--- config.mk ---
export PLATFORM = sky130hd
export DESIGN_NAME = cid_core
export DESIGN_NICKNAME = d
export VERILOG_FILES = /design/src/hdl/cid_pkg.sv /design/src/hdl/cid_core.sv
export SDC_FILE = /design/constraint.sdc
export NUM_CORES = 1
export LEC_CHECK = 0
export BUFFER_PORTS_ARGS = -buffer_cell sky130_fd_sc_hd__buf_2
export CELL_PAD_IN_SITES_DETAIL_PLACEMENT = 1
export CELL_PAD_IN_SITES_GLOBAL_PLACEMENT = 1
export CORE_MARGIN = 2
export CORE_UTILIZATION = 41
export DETAILED_ROUTE_END_ITERATION = 8
export PLACE_DENSITY = 0.95
export SLEW_MARGIN = 20
export SYNTH_ARGS = -nofsm -noshare
export SYNTH_HDL_FRONTEND = slang
export SYNTH_SLANG_ARGS = --single-unit
--- constraint.sdc ---
create_clock -name clk -period 5.7 [get_ports clk]
set_input_delay 0.57 -clock clk [delete_from_list [all_inputs] [get_ports clk]]
set_output_delay 0.57 -clock clk [all_outputs]
set_load 0.01 [all_outputs]
--- src/hdl/cid_pkg.sv ---
// Constants, types and encodings for the instruction decode and skip block.
// Assumes an 8-bit Harvard core with 16-bit program words and a 50 MHz clock.
// Contract
// - Base set plus eight-instruction extension enable
// - Single 16-bit words; four double-word forms
// - Second word recognised by top nibble ones
// - Lone second word executes as no-op
// - One cycle; two when taken or branching
// - Double-word instructions always take two cycles
// - Instruction cycle is four clock periods
// - Destination bit picks working register or file
// - Bit field selects affected bit position
// - Access bit picks access bank or banked
// - Extension, access zero, f<=95: indexed offset
// - Compare-skip-equal discards prefetch on equality
// - Skip costs one, two, or three cycles
package cid_pkg;

  localparam logic [3:0] SECOND_WORD_TAG  = 4'hF;
  localparam logic [6:0] OP_CMP_SKIP_EQ   = 7'h31;   // 0110 001
  localparam logic [5:0] OP_DEC_SKIP_Z    = 6'h0B;   // 0010 11
  localparam logic [5:0] OP_DEC_SKIP_NZ   = 6'h13;   // 0100 11
  localparam logic [7:0] INDEXED_F_MAX    = 8'h5F;   // 95
  localparam logic [1:0] QUARTERS         = 2'h3;    // last quarter index
  // Double-word first words (top byte patterns)
  localparam logic [7:0] DW_MOVFF_HI      = 8'hC0;   // 1100 xxxx
  localparam logic [3:0] DW_MOVFF_MSK     = 4'hC;
  localparam logic [6:0] DW_CALL_HI       = 7'h76;   // 1110 110x
  localparam logic [7:0] DW_GOTO_HI       = 8'hEF;
  localparam logic [7:0] DW_LFSR_HI       = 8'hEE;
  localparam logic [7:0] EXT_PREFIX_HI    = 8'hE8;   // extension prefix, top byte E8 only
  localparam logic [7:0] ZERO_BYTE        = 8'h00;

  typedef enum logic [3:0] {
    CID_Q_DECODE  = 4'b0001,
    CID_Q_READ    = 4'b0010,
    CID_Q_PROCESS = 4'b0100,
    CID_Q_WRITE   = 4'b1000
  } cid_quarter_type;

  typedef struct packed {
    logic       dest_file;   // 1: write file, 0: working register
    logic       banked;      // 1: bank select register used
    logic       indexed;     // indexed literal offset mode
    logic [2:0] bit_num;
    logic [7:0] file_addr;
    logic [3:0] bank;
  } cid_operand_type;

  typedef struct packed {
    logic       we_file;
    logic       we_work;
    logic [7:0] data;
  } cid_result_type;

endpackage

--- src/hdl/cid_core.sv ---
// Instruction decode, cycle timing and file-skip execution.
// Assumes program word and file data are stable through each instruction cycle.
`timescale 1ns/100ps
module cid_core
  import cid_pkg::*;
(
  // Clock and reset
  input  wire logic            clk,
  input  wire logic            resetn,
  // Configuration
  input  wire logic            ext_enable,
  input  wire logic [3:0]      bank_select_register,
  // Fetch side
  input  wire logic [15:0]     instr_word,
  output logic                 fetch_advance,
  // Data side
  input  wire logic [7:0]      file_rdata,
  input  wire logic [7:0]      working_register,
  output cid_operand_type      operand,
  output cid_result_type       result,
  output logic                 skip_active,
  output logic [1:0]           quarter_idx
);

  // Field helpers used by several decodes
  function automatic logic is_second_word(input logic [15:0] w);
    is_second_word = (w[15:12] == SECOND_WORD_TAG);
  endfunction

  function automatic logic is_double_word(input logic [15:0] w, input logic ext);
    is_double_word = (w[15:12] == DW_MOVFF_MSK) || (w[15:9] == DW_CALL_HI) ||
                     (w[15:8] == DW_GOTO_HI) || (w[15:8] == DW_LFSR_HI) ||
                     (ext && w[15:8] == EXT_PREFIX_HI);
  endfunction

  cid_quarter_type  q_r, q_nxt;
  logic [1:0]       idle_r;          // forced no-op cycles still owed
  logic [1:0]       idle_nxt;
  logic             in_dw_r;         // executing second half of double word
  logic [7:0]       fdata_r;
  // Operand and result flops, one small group each
  logic             dest_r;
  logic             banked_r;
  logic [3:0]       bank_r;
  logic             indexed_r;
  logic [2:0]       bit_r;
  logic [7:0]       addr_r;
  logic             we_file_r;
  logic             we_work_r;
  logic [7:0]       data_r;

  // Decode of the current word
  wire logic        op_cmp  = (instr_word[15:9] == OP_CMP_SKIP_EQ);
  wire logic        op_decz = (instr_word[15:10] == OP_DEC_SKIP_Z);
  wire logic        op_decn = (instr_word[15:10] == OP_DEC_SKIP_NZ);
  wire logic        is_dw   = is_double_word(instr_word, ext_enable);
  wire logic        lone_2w = is_second_word(instr_word) && !in_dw_r;
  wire logic        busy    = (idle_r != 2'h0) || in_dw_r || lone_2w;
  wire logic [7:0]  dec_val = fdata_r - 8'h01;
  wire logic        take_skip = !busy && ((op_cmp && fdata_r == working_register) ||
                                (op_decz && dec_val == ZERO_BYTE) ||
                                (op_decn && dec_val != ZERO_BYTE));

  wire logic        fld_dest    = instr_word[9];
  wire logic        fld_access  = instr_word[8];
  wire logic [2:0]  fld_bit     = instr_word[11:9];
  wire logic [7:0]  fld_addr    = instr_word[7:0];
  // Bank select register only when banked
  wire logic [3:0]  fld_bank    = fld_access ? bank_select_register : 4'h0;
  wire logic        fld_indexed = ext_enable && !fld_access && (fld_addr <= INDEXED_F_MAX);
  // Decrements store only outside idle and second-word cycles
  wire logic        dec_store   = !busy && (op_decz || op_decn);
  wire logic        at_decode   = (q_r == CID_Q_DECODE);
  wire logic        at_write    = (q_r == CID_Q_WRITE);

  always_comb begin
    case (q_r)
      CID_Q_DECODE:  q_nxt = CID_Q_READ;
      CID_Q_READ:    q_nxt = CID_Q_PROCESS;
      CID_Q_PROCESS: q_nxt = CID_Q_WRITE;
      CID_Q_WRITE:   q_nxt = CID_Q_DECODE;
      default:       q_nxt = CID_Q_DECODE;
    endcase
  end

  always_ff @(posedge clk or negedge resetn) begin
    if (!resetn) q_r <= CID_Q_DECODE;
    else         q_r <= q_nxt;
  end

  // Skip cost: one idle cycle per taken skip
  always_comb begin
    idle_nxt = idle_r;
    if (q_r == CID_Q_WRITE) begin
      if (idle_r != 2'h0)  idle_nxt = idle_r - 2'h1;
      else if (take_skip)  idle_nxt = 2'h1;
    end
  end

  // Working state; double words take the second word as an extra cycle
  always_ff @(posedge clk or negedge resetn) begin
    if (!resetn) begin
      idle_r  <= 2'h0;
      in_dw_r <= 1'b0;
      fdata_r <= 8'h00;
    end else begin
      idle_r <= idle_nxt;
      if (q_r == CID_Q_READ) fdata_r <= file_rdata;
      if (q_r == CID_Q_WRITE) in_dw_r <= !busy && is_dw;
      // Skipped double word adds its second cycle
      else if (q_r == CID_Q_DECODE && idle_r == 2'h1 && is_dw) in_dw_r <= 1'b0;
    end
  end

  always_ff @(posedge clk or negedge resetn) begin
    if (!resetn) begin
      dest_r <= 1'b0;
    end else if (at_decode) begin
      dest_r <= fld_dest;
    end
  end

  always_ff @(posedge clk or negedge resetn) begin
    if (!resetn) begin
      banked_r <= 1'b0;
    end else if (at_decode) begin
      banked_r <= fld_access;
    end
  end

  always_ff @(posedge clk or negedge resetn) begin
    if (!resetn) begin
      bank_r <= 4'h0;
    end else if (at_decode) begin
      bank_r <= fld_bank;
    end
  end

  always_ff @(posedge clk or negedge resetn) begin
    if (!resetn) begin
      indexed_r <= 1'b0;
    end else if (at_decode) begin
      indexed_r <= fld_indexed;
    end
  end

  always_ff @(posedge clk or negedge resetn) begin
    if (!resetn) begin
      bit_r <= 3'h0;
    end else if (at_decode) begin
      bit_r <= fld_bit;
    end
  end

  // File address; the data side reads through it in the read quarter
  always_ff @(posedge clk or negedge resetn) begin
    if (!resetn) begin
      addr_r <= 8'h00;
    end else if (at_decode) begin
      addr_r <= fld_addr;
    end
  end

  always_ff @(posedge clk or negedge resetn) begin
    if (!resetn) begin
      we_file_r <= 1'b0;
      we_work_r <= 1'b0;
    end else begin
      we_file_r <= at_write && dec_store && fld_dest;
      we_work_r <= at_write && dec_store && !fld_dest;
    end
  end

  // Result byte; meaningful only under a write pulse
  always_ff @(posedge clk or negedge resetn) begin
    if (!resetn) begin
      data_r <= 8'h00;
    end else if (at_write) begin
      data_r <= dec_val;
    end
  end

  // Extension gates the E8 prefix double-word decode and the indexed decode
  assign fetch_advance = at_write;
  assign operand       = '{dest_file: dest_r, banked: banked_r, indexed: indexed_r, bit_num: bit_r,
                           file_addr: addr_r, bank: bank_r};
  assign result        = '{we_file: we_file_r, we_work: we_work_r, data: data_r};
  assign skip_active   = (idle_r != 2'h0);
  assign quarter_idx   = (q_r == CID_Q_DECODE)  ? 2'h0 :
                         (q_r == CID_Q_READ)    ? 2'h1 :
                         (q_r == CID_Q_PROCESS) ? 2'h2 : QUARTERS;

endmodule // cid_core

After elaboration in Yosys (flattened, before gate mapping)
Cells that the tools add are included.
{ "op_classes": {"add_sub_neg": 2, "n_lt_le_gt_ge": 1, "n_eq_ne": 15, "muxes": 9, "n_reduce_logical": 34} }
{ "op_table": {"columns": ["op", "n"], "rows": [
  ["8-bit equality test (second input constant)", 3],
  ["1-bit logical AND", 15],
  ["4-bit equality test (second input constant)", 3],
  ["4-bit one-hot mux with 3 select lines", 1],
  ["1-bit logical OR", 9],
  ["8-bit equality test", 1],
  ["8-bit by 7-bit <= comparator with 1-bit output (second input constant)", 1],
  ["8-bit zero test", 1],
  ["2-bit two-way mux", 4],
  ["8-bit nonzero test", 1],
  ["8-bit by 1-bit subtractor with 8-bit output (second input constant)", 1],
  ["7-bit by 6-bit equality test with 1-bit output (second input constant)", 1],
  ["7-bit equality test (second input constant)", 1],
  ["6-bit by 4-bit equality test with 1-bit output (second input constant)", 1],
  ["6-bit by 5-bit equality test with 1-bit output (second input constant)", 1],
  ["2-bit nonzero test", 3],
  ["4-bit by 1-bit equality test with 1-bit output (second input constant)", 1],
  ["4-bit by 2-bit equality test with 1-bit output (second input constant)", 1],
  ["4-bit by 3-bit equality test with 1-bit output (second input constant)", 1],
  ["1-bit zero test", 4],
  ["4-bit two-way mux", 1],
  ["1-bit two-way mux", 3],
  ["2-bit by 1-bit equality test with 1-bit output (second input constant)", 1],
  ["2-bit AND reduction", 1],
  ["2-bit by 1-bit subtractor with 2-bit output (second input constant)", 1]
]} }
{ "totals": {"ff_bits": 43, "inputBits": 39, "out_inout_bits": 32, "wordCells": 74} }

Longest topological paths before layout
Gate-level depths: netlist of run 1.
{ "logic_depth": {"ltp_word": 8, "ltp_mapped": 7, "ltp_nobuf": 7} }

Worst setup path after synthesis of run 1
OpenSTA, ideal clock, no wires.
{ "synth_path": {"path_kind": "flip-flop to flip-flop", "startpoint": "register fdata_r[0]", "endpoint": "register idle_r[0]", "setup_ps": 71, "t_arrival_ps": 2030, "required_ps": 5629, "path_slack_ps": 3599, "stages_incl_launch_ff": 8, "n_path_buf": 0, "synth_period_minus_slack_ps": 2101, "cell_sequence": "dfrtp_1 inv_1 ha_1 or3b_2 o22ai_1 a21oi_1 or4_1 nand4_1"} }
{ "synth_between": {"elab_chain_len": 8, "elab_cells_between_ends": 12, "cone_classes": "add/sub (1); eq/ne (1); reduce/logical (10)"} }
{ "synth_lines": {"columns": ["element", "line_no", "source"], "rows": [
  ["start, declared", "cid_core.sv:40", "logic [7:0] fdata_r;"],
  ["start signal, assigned", "cid_core.sv:108", "if (q_r == CID_Q_READ) fdata_r <= file_rdata;"],
  ["8-bit by 1-bit subtractor with 8-bit output (*)", "cid_core.sv:59", "wire logic [7:0] dec_val = fdata_r - 8'h01;"],
  ["via dec_val[0]", "cid_core.sv:59", null],
  ["8-bit zero test", "cid_core.sv:61", "(op_decz && dec_val == ZERO_BYTE) ||"],
  ["1-bit logical AND", "cid_core.sv:61", null],
  ["1-bit logical OR", "cid_core.sv:60", "wire logic take_skip = !busy && ((op_cmp && fdata_r == working_register) ||"],
  ["1-bit logical OR (*)", "cid_core.sv:61", null],
  ["1-bit logical AND (*)", "cid_core.sv:60", null],
  ["2-bit nonzero test (no source line) (*)", null, null],
  ["2-bit AND reduction (no source line) (*)", null, null],
  ["end signal, assigned", "cid_core.sv:107", "idle_r <= idle_nxt;"],
  ["end, declared", "cid_core.sv:37", "logic [1:0] idle_r;"]
]} }
The timed path passes the listed nets; every way through them passes the cells marked *.
A chain may end at the register's enable or synchronous reset.

Worst setup path after layout of run 1
{ "layout_path": {"startpoint": "register q_r[2]", "endpoint": "output port fetch_advance"} }
{ "layout_between": {"elab_chain_len": 1} }
{ "layout_lines": {"columns": ["element", "line_no", "source"], "rows": [
  ["start, declared", "cid_core.sv:36", "cid_quarter_type q_r, q_nxt;"],
  ["start signal, assigned", "cid_core.sv:88", "else q_r <= q_nxt;"],
  ["4-bit equality test", "cid_core.sv:74", "wire logic at_write = (q_r == CID_Q_WRITE);"],
  ["end, declared", "cid_core.sv:15", "output logic fetch_advance,"]
]} }
No other way between the ends.

==> results of run 1 <==
cells in the mapped netlist, types with 3 or more instances:
cell type and number:
buf_4 9, clkbuf_1 5, dfrtp_1 41, inv_1 9
mux2_2 18, nand2_1 14, nand3_1 4, nand4_1 4
nor2_1 11, nor3_1 3, nor4b_1 3, o21ai_0 17
xnor2_1 11, xor2_1 3
worst max-delay path by stage:
stage / slack, ns / endpoint / from
after floorplan: 3.60 / idle_r[0]$_DFFE_PN0P_ / fdata_r[0]$_DFFE_PN0N_
after global placement: 3.44 / idle_r[0]$_DFFE_PN0P_ / q_r[2]$_DFF_PN0_
after detailed placement: 3.37 / idle_r[0]$_DFFE_PN0P_ / q_r[2]$_DFF_PN0_
after CTS: 3.12 / quarter_idx[1] / q_r[3]$_DFF_PN0_
after global routing: 3.04 / fetch_advance / q_r[2]$_DFF_PN0_
final: 3.12 / fetch_advance / q_r[2]$_DFF_PN0_
registers in the layout, indices dropped and copies added (netlist names):
register   cells
we_file_r      1
addr_r         8
bit_r          3
in_dw_r        1
bank_r         4
data_r         8
idle_r         2
q_r            4
banked_r       1
fdata_r        8
indexed_r      1
we_work_r      1
final cells by class:
class,instances,area (um2),area share (%)
inverters,9,33.8,1.33
repair buffers,71,358,14.1
clock inverters,3,21.3,0.839
well taps,67,83.8,3.31
flip-flops and latches,42,1050,41.5
multi-input cells,123,918,36.2
clock buffers,5,68.8,2.71
cells by family after synthesis:
family | after synthesis | share of synthesized area, %
buffers and inverters | 24 | 6.32
adder cells (fa/ha/maj) | 2 | 1.20
multiplexers | 18 | 9.75
AND/OR/NAND/NOR | 59 | 16.7
AO/OA/AOI/OAI | 30 | 9.51
flip-flops | 42 | 50.6
XOR/XNOR | 14 | 5.90
stage by stage:
stage | worst slack [ns] | utilization (%) | power [mW] | instances | hold slack (ns)
6_report | 3.12 | 52.6 | 0.590 | 320 | 0.390
3_5_place_dp | 3.37 | 50.6 | 0.402 | 312 | 0.465
3_3_place_gp | 3.44 | 50.6 | 0.399 | 312 | 0.462
2_1_floorplan | 3.60 | - | 0.365 | 189 | 0.274
5_1_grt | 3.04 | 52.6 | 0.620 | 320 | 0.462
4_1_cts | 3.12 | 52.5 | 0.597 | 320 | 0.431
metal layers:
layer,vias up,GRT usage (%),wire (um)
met2,30,32.8,2860
met1,817,25.1,2120
met3,7,3.88,134
li1,787,-,-
met5,-,0,0
met4,0,7.80,85
worst reg2reg max path, cell delays in order, from the launching register on:
cell	delay, ns
dfrtp_1	0.46
or4b_2	0.92
a2111oi_2	0.32
nand2_1	0.08
or4_1	0.42
nand4_1	0.11
where the power goes:
| part | internal (mW) | switching (mW) | total, mW |
|---|---|---|---|
| Sequential | 0.311 | 0.0129 | 0.324 |
| Clock | 0.0861 | 0.108 | 0.194 |
| Combinational | 0.0350 | 0.0366 | 0.0716 |
placed cells by master, fill, tap and decap left out, types with 2 or more instances in the layout:
cell type	count
nand2_1	14
nand3_1	4
inv_1	9
nor2b_1	2
mux2_2	18
clkbuf_8	5
nand4b_1	2
nor4b_1	2
a21oi_1	2
nor3_1	3
xnor2_1	11
or4b_2	2
o21ai_0	17
ha_1	2
xor2_1	3
or4_1	2
buf_2	70
nor4b_4	2
nor4_1	2
nand4_1	4
nor2_1	11
dfrtp_1	41
==> summary.txt, run 1 <==
Outcome
  – Status: complete, no violations

Worst setup path
  – Worst-path maximum fanout: 20
  – Slowest stage delay, CP: 0.92 ns
  – Worst setup path class: reg -> out
  – RR Startpoint: q_r[2]$_DFF_PN0_
  – Worst-path cell chain: or4b_2 > inv_1 > buf_2
  – Bufs and invs on worst path: 2
  – CP max-delay cell: or4b_2
  – Terminus of the critical flop-to-flop path: idle_r[0]$_DFFE_PN0P_
  – Worst path depth: 3
  – Crit path required time: 5.13 ns
  – CP delay by family, top: simple AND/OR/NAND/NOR gates
  – Startpoint Class: register
  – Reg2reg setup slack: 3.31 ns
  – Nature of the critical path endpoint: primary output
  – R2r worst-path depth: 5
  – Arrival @ worst endpoint: 2.01 ns

Finish
  – Area growth syn-to-layout: 22.0%
  – Antenna Cells: 0
  – Number of nets in the layout: 293
  – Fraction of layout instances using a drive strength above 1: 42.7%
  – Design area: 2540 um2
  – Final-layout fill cell count: 582

Synth
  – Post-synthesis sequential area ratio: 50.6%
  – Top cells by area, synth: dfrtp_1 (49%), mux2_2 (9.8%), xnor2_1 (4.6%), o21ai_0 (4.1%), buf_4 (3.3%)
  – Register bit total from synthesis: 42
  – Ys flop type: dfrtp_1
  – Ys async rst share: 100%
  – Area leader, netlist: dfrtp_1
  – Post-synthesis cell type count: 44
  – Post-Synthesis Net Count: 230
  – Yosys top cell area share: 49.4%
  – Cells after Synth: 189
  – Syn Area/Cell: 11.0 um2
  – Post-synth EDFFs: 0
  – Post-Syn Area: 2080 um2
  – Warnings, synthesis: 0

Power and ir drop
  – Power density cells: 233 nW/um2
  – Peak supply drop: 143 uV
  – Pleak: 1.19 nW

Global routing
  – Global Route Usage Sum: 19.6%
  – First-pass GRT wire length: 8140 um
  – Initial antenna violation count: 0
  – Pin count of the biggest net entering global routing: 43
  – Overflow left after global routing: 0
  – Vias in the first global route: 1670

Routing
  – Initial DRC count: 92
  – Pre-Repair DR Iteration Count: 4
  – DR DRC count: 0
  – Final wirelength: 5200 um
  – DR vias: 1641
  – DR vias/cell: 5.13
  – Final ANT Viol Nets: 0
  – DR WL/cell: 16.3 um

Clocking
  – CTS Buffer Depth: 2
  – Worst-skew pair later-pin latency: 0.30 ns
  – Sink Count: 42
  – H-tree lvl count: 2
  – Clock transition at the registers of the reported paths: 0.09 ns
  – Post-CTS setup buffers: 0
  – CTS tree: done
  – CTS resizes: 0
  – Root buffer cell: clkbuf_8
  – Hold_buf cts: 0
  – CTS Buf Count: 5

STA
  – Pins Over Slew Limit: 0
  – Worst-Margin Slew: 0.915 ns
  – Max Freq: 0.388 GHz
  – Setup-failing EPs final: 0
  – Final worst path period need: 2.58 ns
  – RSZ-0062 raised after global routing: no
  – Final Hold Vio Count: 0
  – Clk_skew: 0.00910 ns
  – Slew Limit Headroom: 39.0%
  – Period utilisation layout: 45.3%
  – Final TNS setup: 0 ns

Floorplan
  – Die Footprint: 5650 um2
  – I/O pins: 71
  – CORE AREA: 4820 um2
  – Rows: 25
  – Initial core utilization: 43.1%
  – Die W: 75.2 um
  – Die H: 75.2 um

Worst hold path
  – Hold WC Path Type: in -> async

Place
  – Hpwl dp: 3880 um
  – RePlAce Congestion: 0.796
  – Area after DPL: 2440 um2
  – Number of port buffers: 70

Run
  – Max cap viols: 0
Power figures use the tool's default switching activity.
==> run 2, diff against run 1 <==
ABC_AREA = 1   (was not set)
CORE_UTILIZATION = 32   (was 41)
PLACE_DENSITY = 0.85   (was 0.95)
clock period = 2.3 ns   (was 5.7 ns; I/O delays follow)
==> run 2 against run 1 <==
- utilization fell by 12 points
- non-clock buffer count rose by 2
- design area up 0.54%
- sequential cell count stayed put
- final cell count increased by 21%
- sequential power increased by 150%
- power grew to 2.6 times the previous value
- clock power increased to 2.8 times the previous value
- synthesized cell count rose by 28%
- wire length shrank 2.9%
==> summary.txt, run 2 <==
Outcome
  – Status: complete, no violations

Clocking
  – CTS Buffer Depth: 2
  – Worst-skew pair later-pin latency: 0.28 ns
  – Sink Count: 42
  – CTS Buf Count: 5
  – Clock transition at the registers of the reported paths: 0.08 ns
  – H-tree lvl count: 2
  – CTS resizes: 0
  – Hold_buf cts: 0
  – CTS tree: done
  – Post-CTS setup buffers: 0
  – Root buffer cell: clkbuf_8

STA
  – Period utilisation layout: 86.7%
  – Slew Limit Headroom: 38.0%
  – Max Freq: 0.501 GHz
  – Final TNS setup: 0 ns
  – Final Hold Vio Count: 0
  – Worst-Margin Slew: 0.929 ns
  – Setup-failing EPs final: 0
  – Pins Over Slew Limit: 0
  – RSZ-0062 raised after global routing: no
  – Final worst path period need: 1.99 ns
  – Final WS setup: 0.306 ns
  – Clk_skew: 0.00623 ns

Synth
  – Cells after Synth: 241
  – Top cells by area, synth: dfrtp_1 (50%), nand2_1 (13%), nor2_1 (4.6%), inv_1 (3.5%), nand3_1 (3.4%)
  – Yosys top cell area share: 50.0%
  – Ys async rst share: 100%
  – Warnings, synthesis: 0
  – Area leader, netlist: dfrtp_1
  – Synth cell count leaders: nand2_1 (70), dfrtp_1 (41), nor2_1 (25), inv_1 (19), nand3_1 (14)
  – Post-Synthesis Net Count: 282
  – Most frequent cell after synthesis: nand2_1
  – Post-Syn Area: 2050 um2
  – Post-synthesis cell type count: 32
  – Ys flop type: dfrtp_1
  – Post-synthesis sequential area ratio: 51.2%
  – Post-synth EDFFs: 0
  – Register bit total from synthesis: 42
  – Syn Area/Cell: 8.52 um2

Routing
  – DR WL/cell: 13.0 um
  – DR vias/cell: 4.71
  – Pre-Repair DR Iteration Count: 4
  – DR DRC count: 0
  – Initial DRC count: 87
  – Final wirelength: 5050 um
  – DR vias: 1822
  – Final ANT Viol Nets: 0

Global routing
  – Initial antenna violation count: 0
  – Pin count of the biggest net entering global routing: 43
  – First-pass GRT wire length: 8490 um
  – Vias in the first global route: 1829
  – Overflow left after global routing: 0
  – Global Route Usage Sum: 15.0%

Finish
  – Core Util, Final: 40.6%
  – Antenna Cells: 0
  – Fraction of layout instances using a drive strength above 1: 30.0%
  – Number of nets in the layout: 350
  – Area growth syn-to-layout: 24.2%
  – Final-layout fill cell count: 792
  – Design area: 2550 um2
  – Largest registers: addr_r (8), data_r (8), fdata_r (8)
  – Most frequent cells in the layout: nand2_1 (70), buf_2 (70), dfrtp_1 (41), nor2_1 (25), inv_1 (19)

Worst setup path
  – Worst-path maximum fanout: 10
  – Worst setup path class: reg -> out
  – Nature of the critical path endpoint: primary output
  – Crit path required time: 2.07 ns
  – Arrival @ worst endpoint: 1.76 ns
  – Startpoint Class: register

Place
  – RePlAce Congestion: 0.807
  – DP Worst Slack: 0.551 ns
  – Number of port buffers: 70
  – Area after DPL: 2440 um2
  – Hpwl dp: 4030 um

Floorplan
  – I/O pins: 71
  – CORE AREA: 6280 um2
  – Initial core utilization: 32.7%
  – Die H: 84.1 um
  – Die Footprint: 7070 um2
  – Die W: 84.1 um
  – Rows: 29

Power and ir drop
  – Pleak: 1.34 nW
  – Total power: 1.51 mW
  – Peak supply drop: 283 uV
  – Power density cells: 594 nW/um2

Run
  – Max cap viols: 0

Worst hold path
  – Hold WC Path Type: in -> async
run 2: cell count changes after synthesis, moves of 8 or more:
cell	change
inv_1	+10
mux2_2	-18
xnor2_1	-8
nand3_1	+10
nor2_1	+14
nand2_1	+56
run 2: critical path, cell delays in order (launching register included):
cell	delay (ns)
dfstp_2	0.57
inv_2	0.05
nor3_4	0.40
buf_4	0.25
nor2_1	0.05
buf_2	0.15
run 2: kinds of logic (layout without fill, tap and decap cells):
kind of cell               after synthesis  count (layout)  synth area share, %
and+or+nand+nor                        130             130                 28.5
DFF                                     42              42                 51.2
buffers and inverters                   34             103                 8.04
AOI/OAI and AO/OA                       23              23                 6.70
xor gates and xnor gates                10              10                 4.27
adders and majority gates                2               2                 1.22
run 2: path summary, 6_finish.rpt:
check,startpoint,end,slack [ns],cells after the start
worst max-delay path,q_r[0]$_DFF_PN1_,quarter_idx[0],0.31,5
worst min-delay path,resetn,q_r[3]$_DFF_PN0_,0.09,1
min in group clk,instr_word[9],we_work_r$_DFF_PN0_,0.12,2
max in group asynchronous,resetn,idle_r[1]$_DFFE_PN0P_,1.64,1
worst max register to register,fdata_r[0]$_DFFE_PN0N_,idle_r[0]$_DFFE_PN0P_,0.55,11
worst min register to register,addr_r[5]$_DFFE_PN0P_,addr_r[5]$_DFFE_PN0P_,0.47,2
run 2: metrics by stage:
step	std cells	hold WS, ns
finish	387	0.0882
CTS	387	0.109
detailed placement	379	0.420
global placement	379	0.420
global route	387	0.121
floorplan	241	-0.0656
run 2: layout make-up:
type                    count  area, um2  share of cell area (%)
inverters                  22       82.6                    3.24
clock buffers               8        110                    4.32
multi-input cells         165        836                    32.8
flip-flops and latches     42       1050                    41.3
well taps                  77       96.3                    3.78
repair buffers             73        373                    14.6
run 2: where the power goes:
group	switching [mW]	total, mW	internal [mW]
sequential	0.0265	0.797	0.771
clock	0.239	0.542	0.303
combinational	0.100	0.175	0.0750
run 2: per-layer routing:
layer | up-vias | track usage [%] | share of wire [%]
met2 | 46 | 24.2 | 48
met3 | 8 | 3.46 | 4.5
met1 | 860 | 19.3 | 45
li1 | 908 | - | -
met4 | 0 | 6.60 | 1.9
met5 | - | 0 | 0
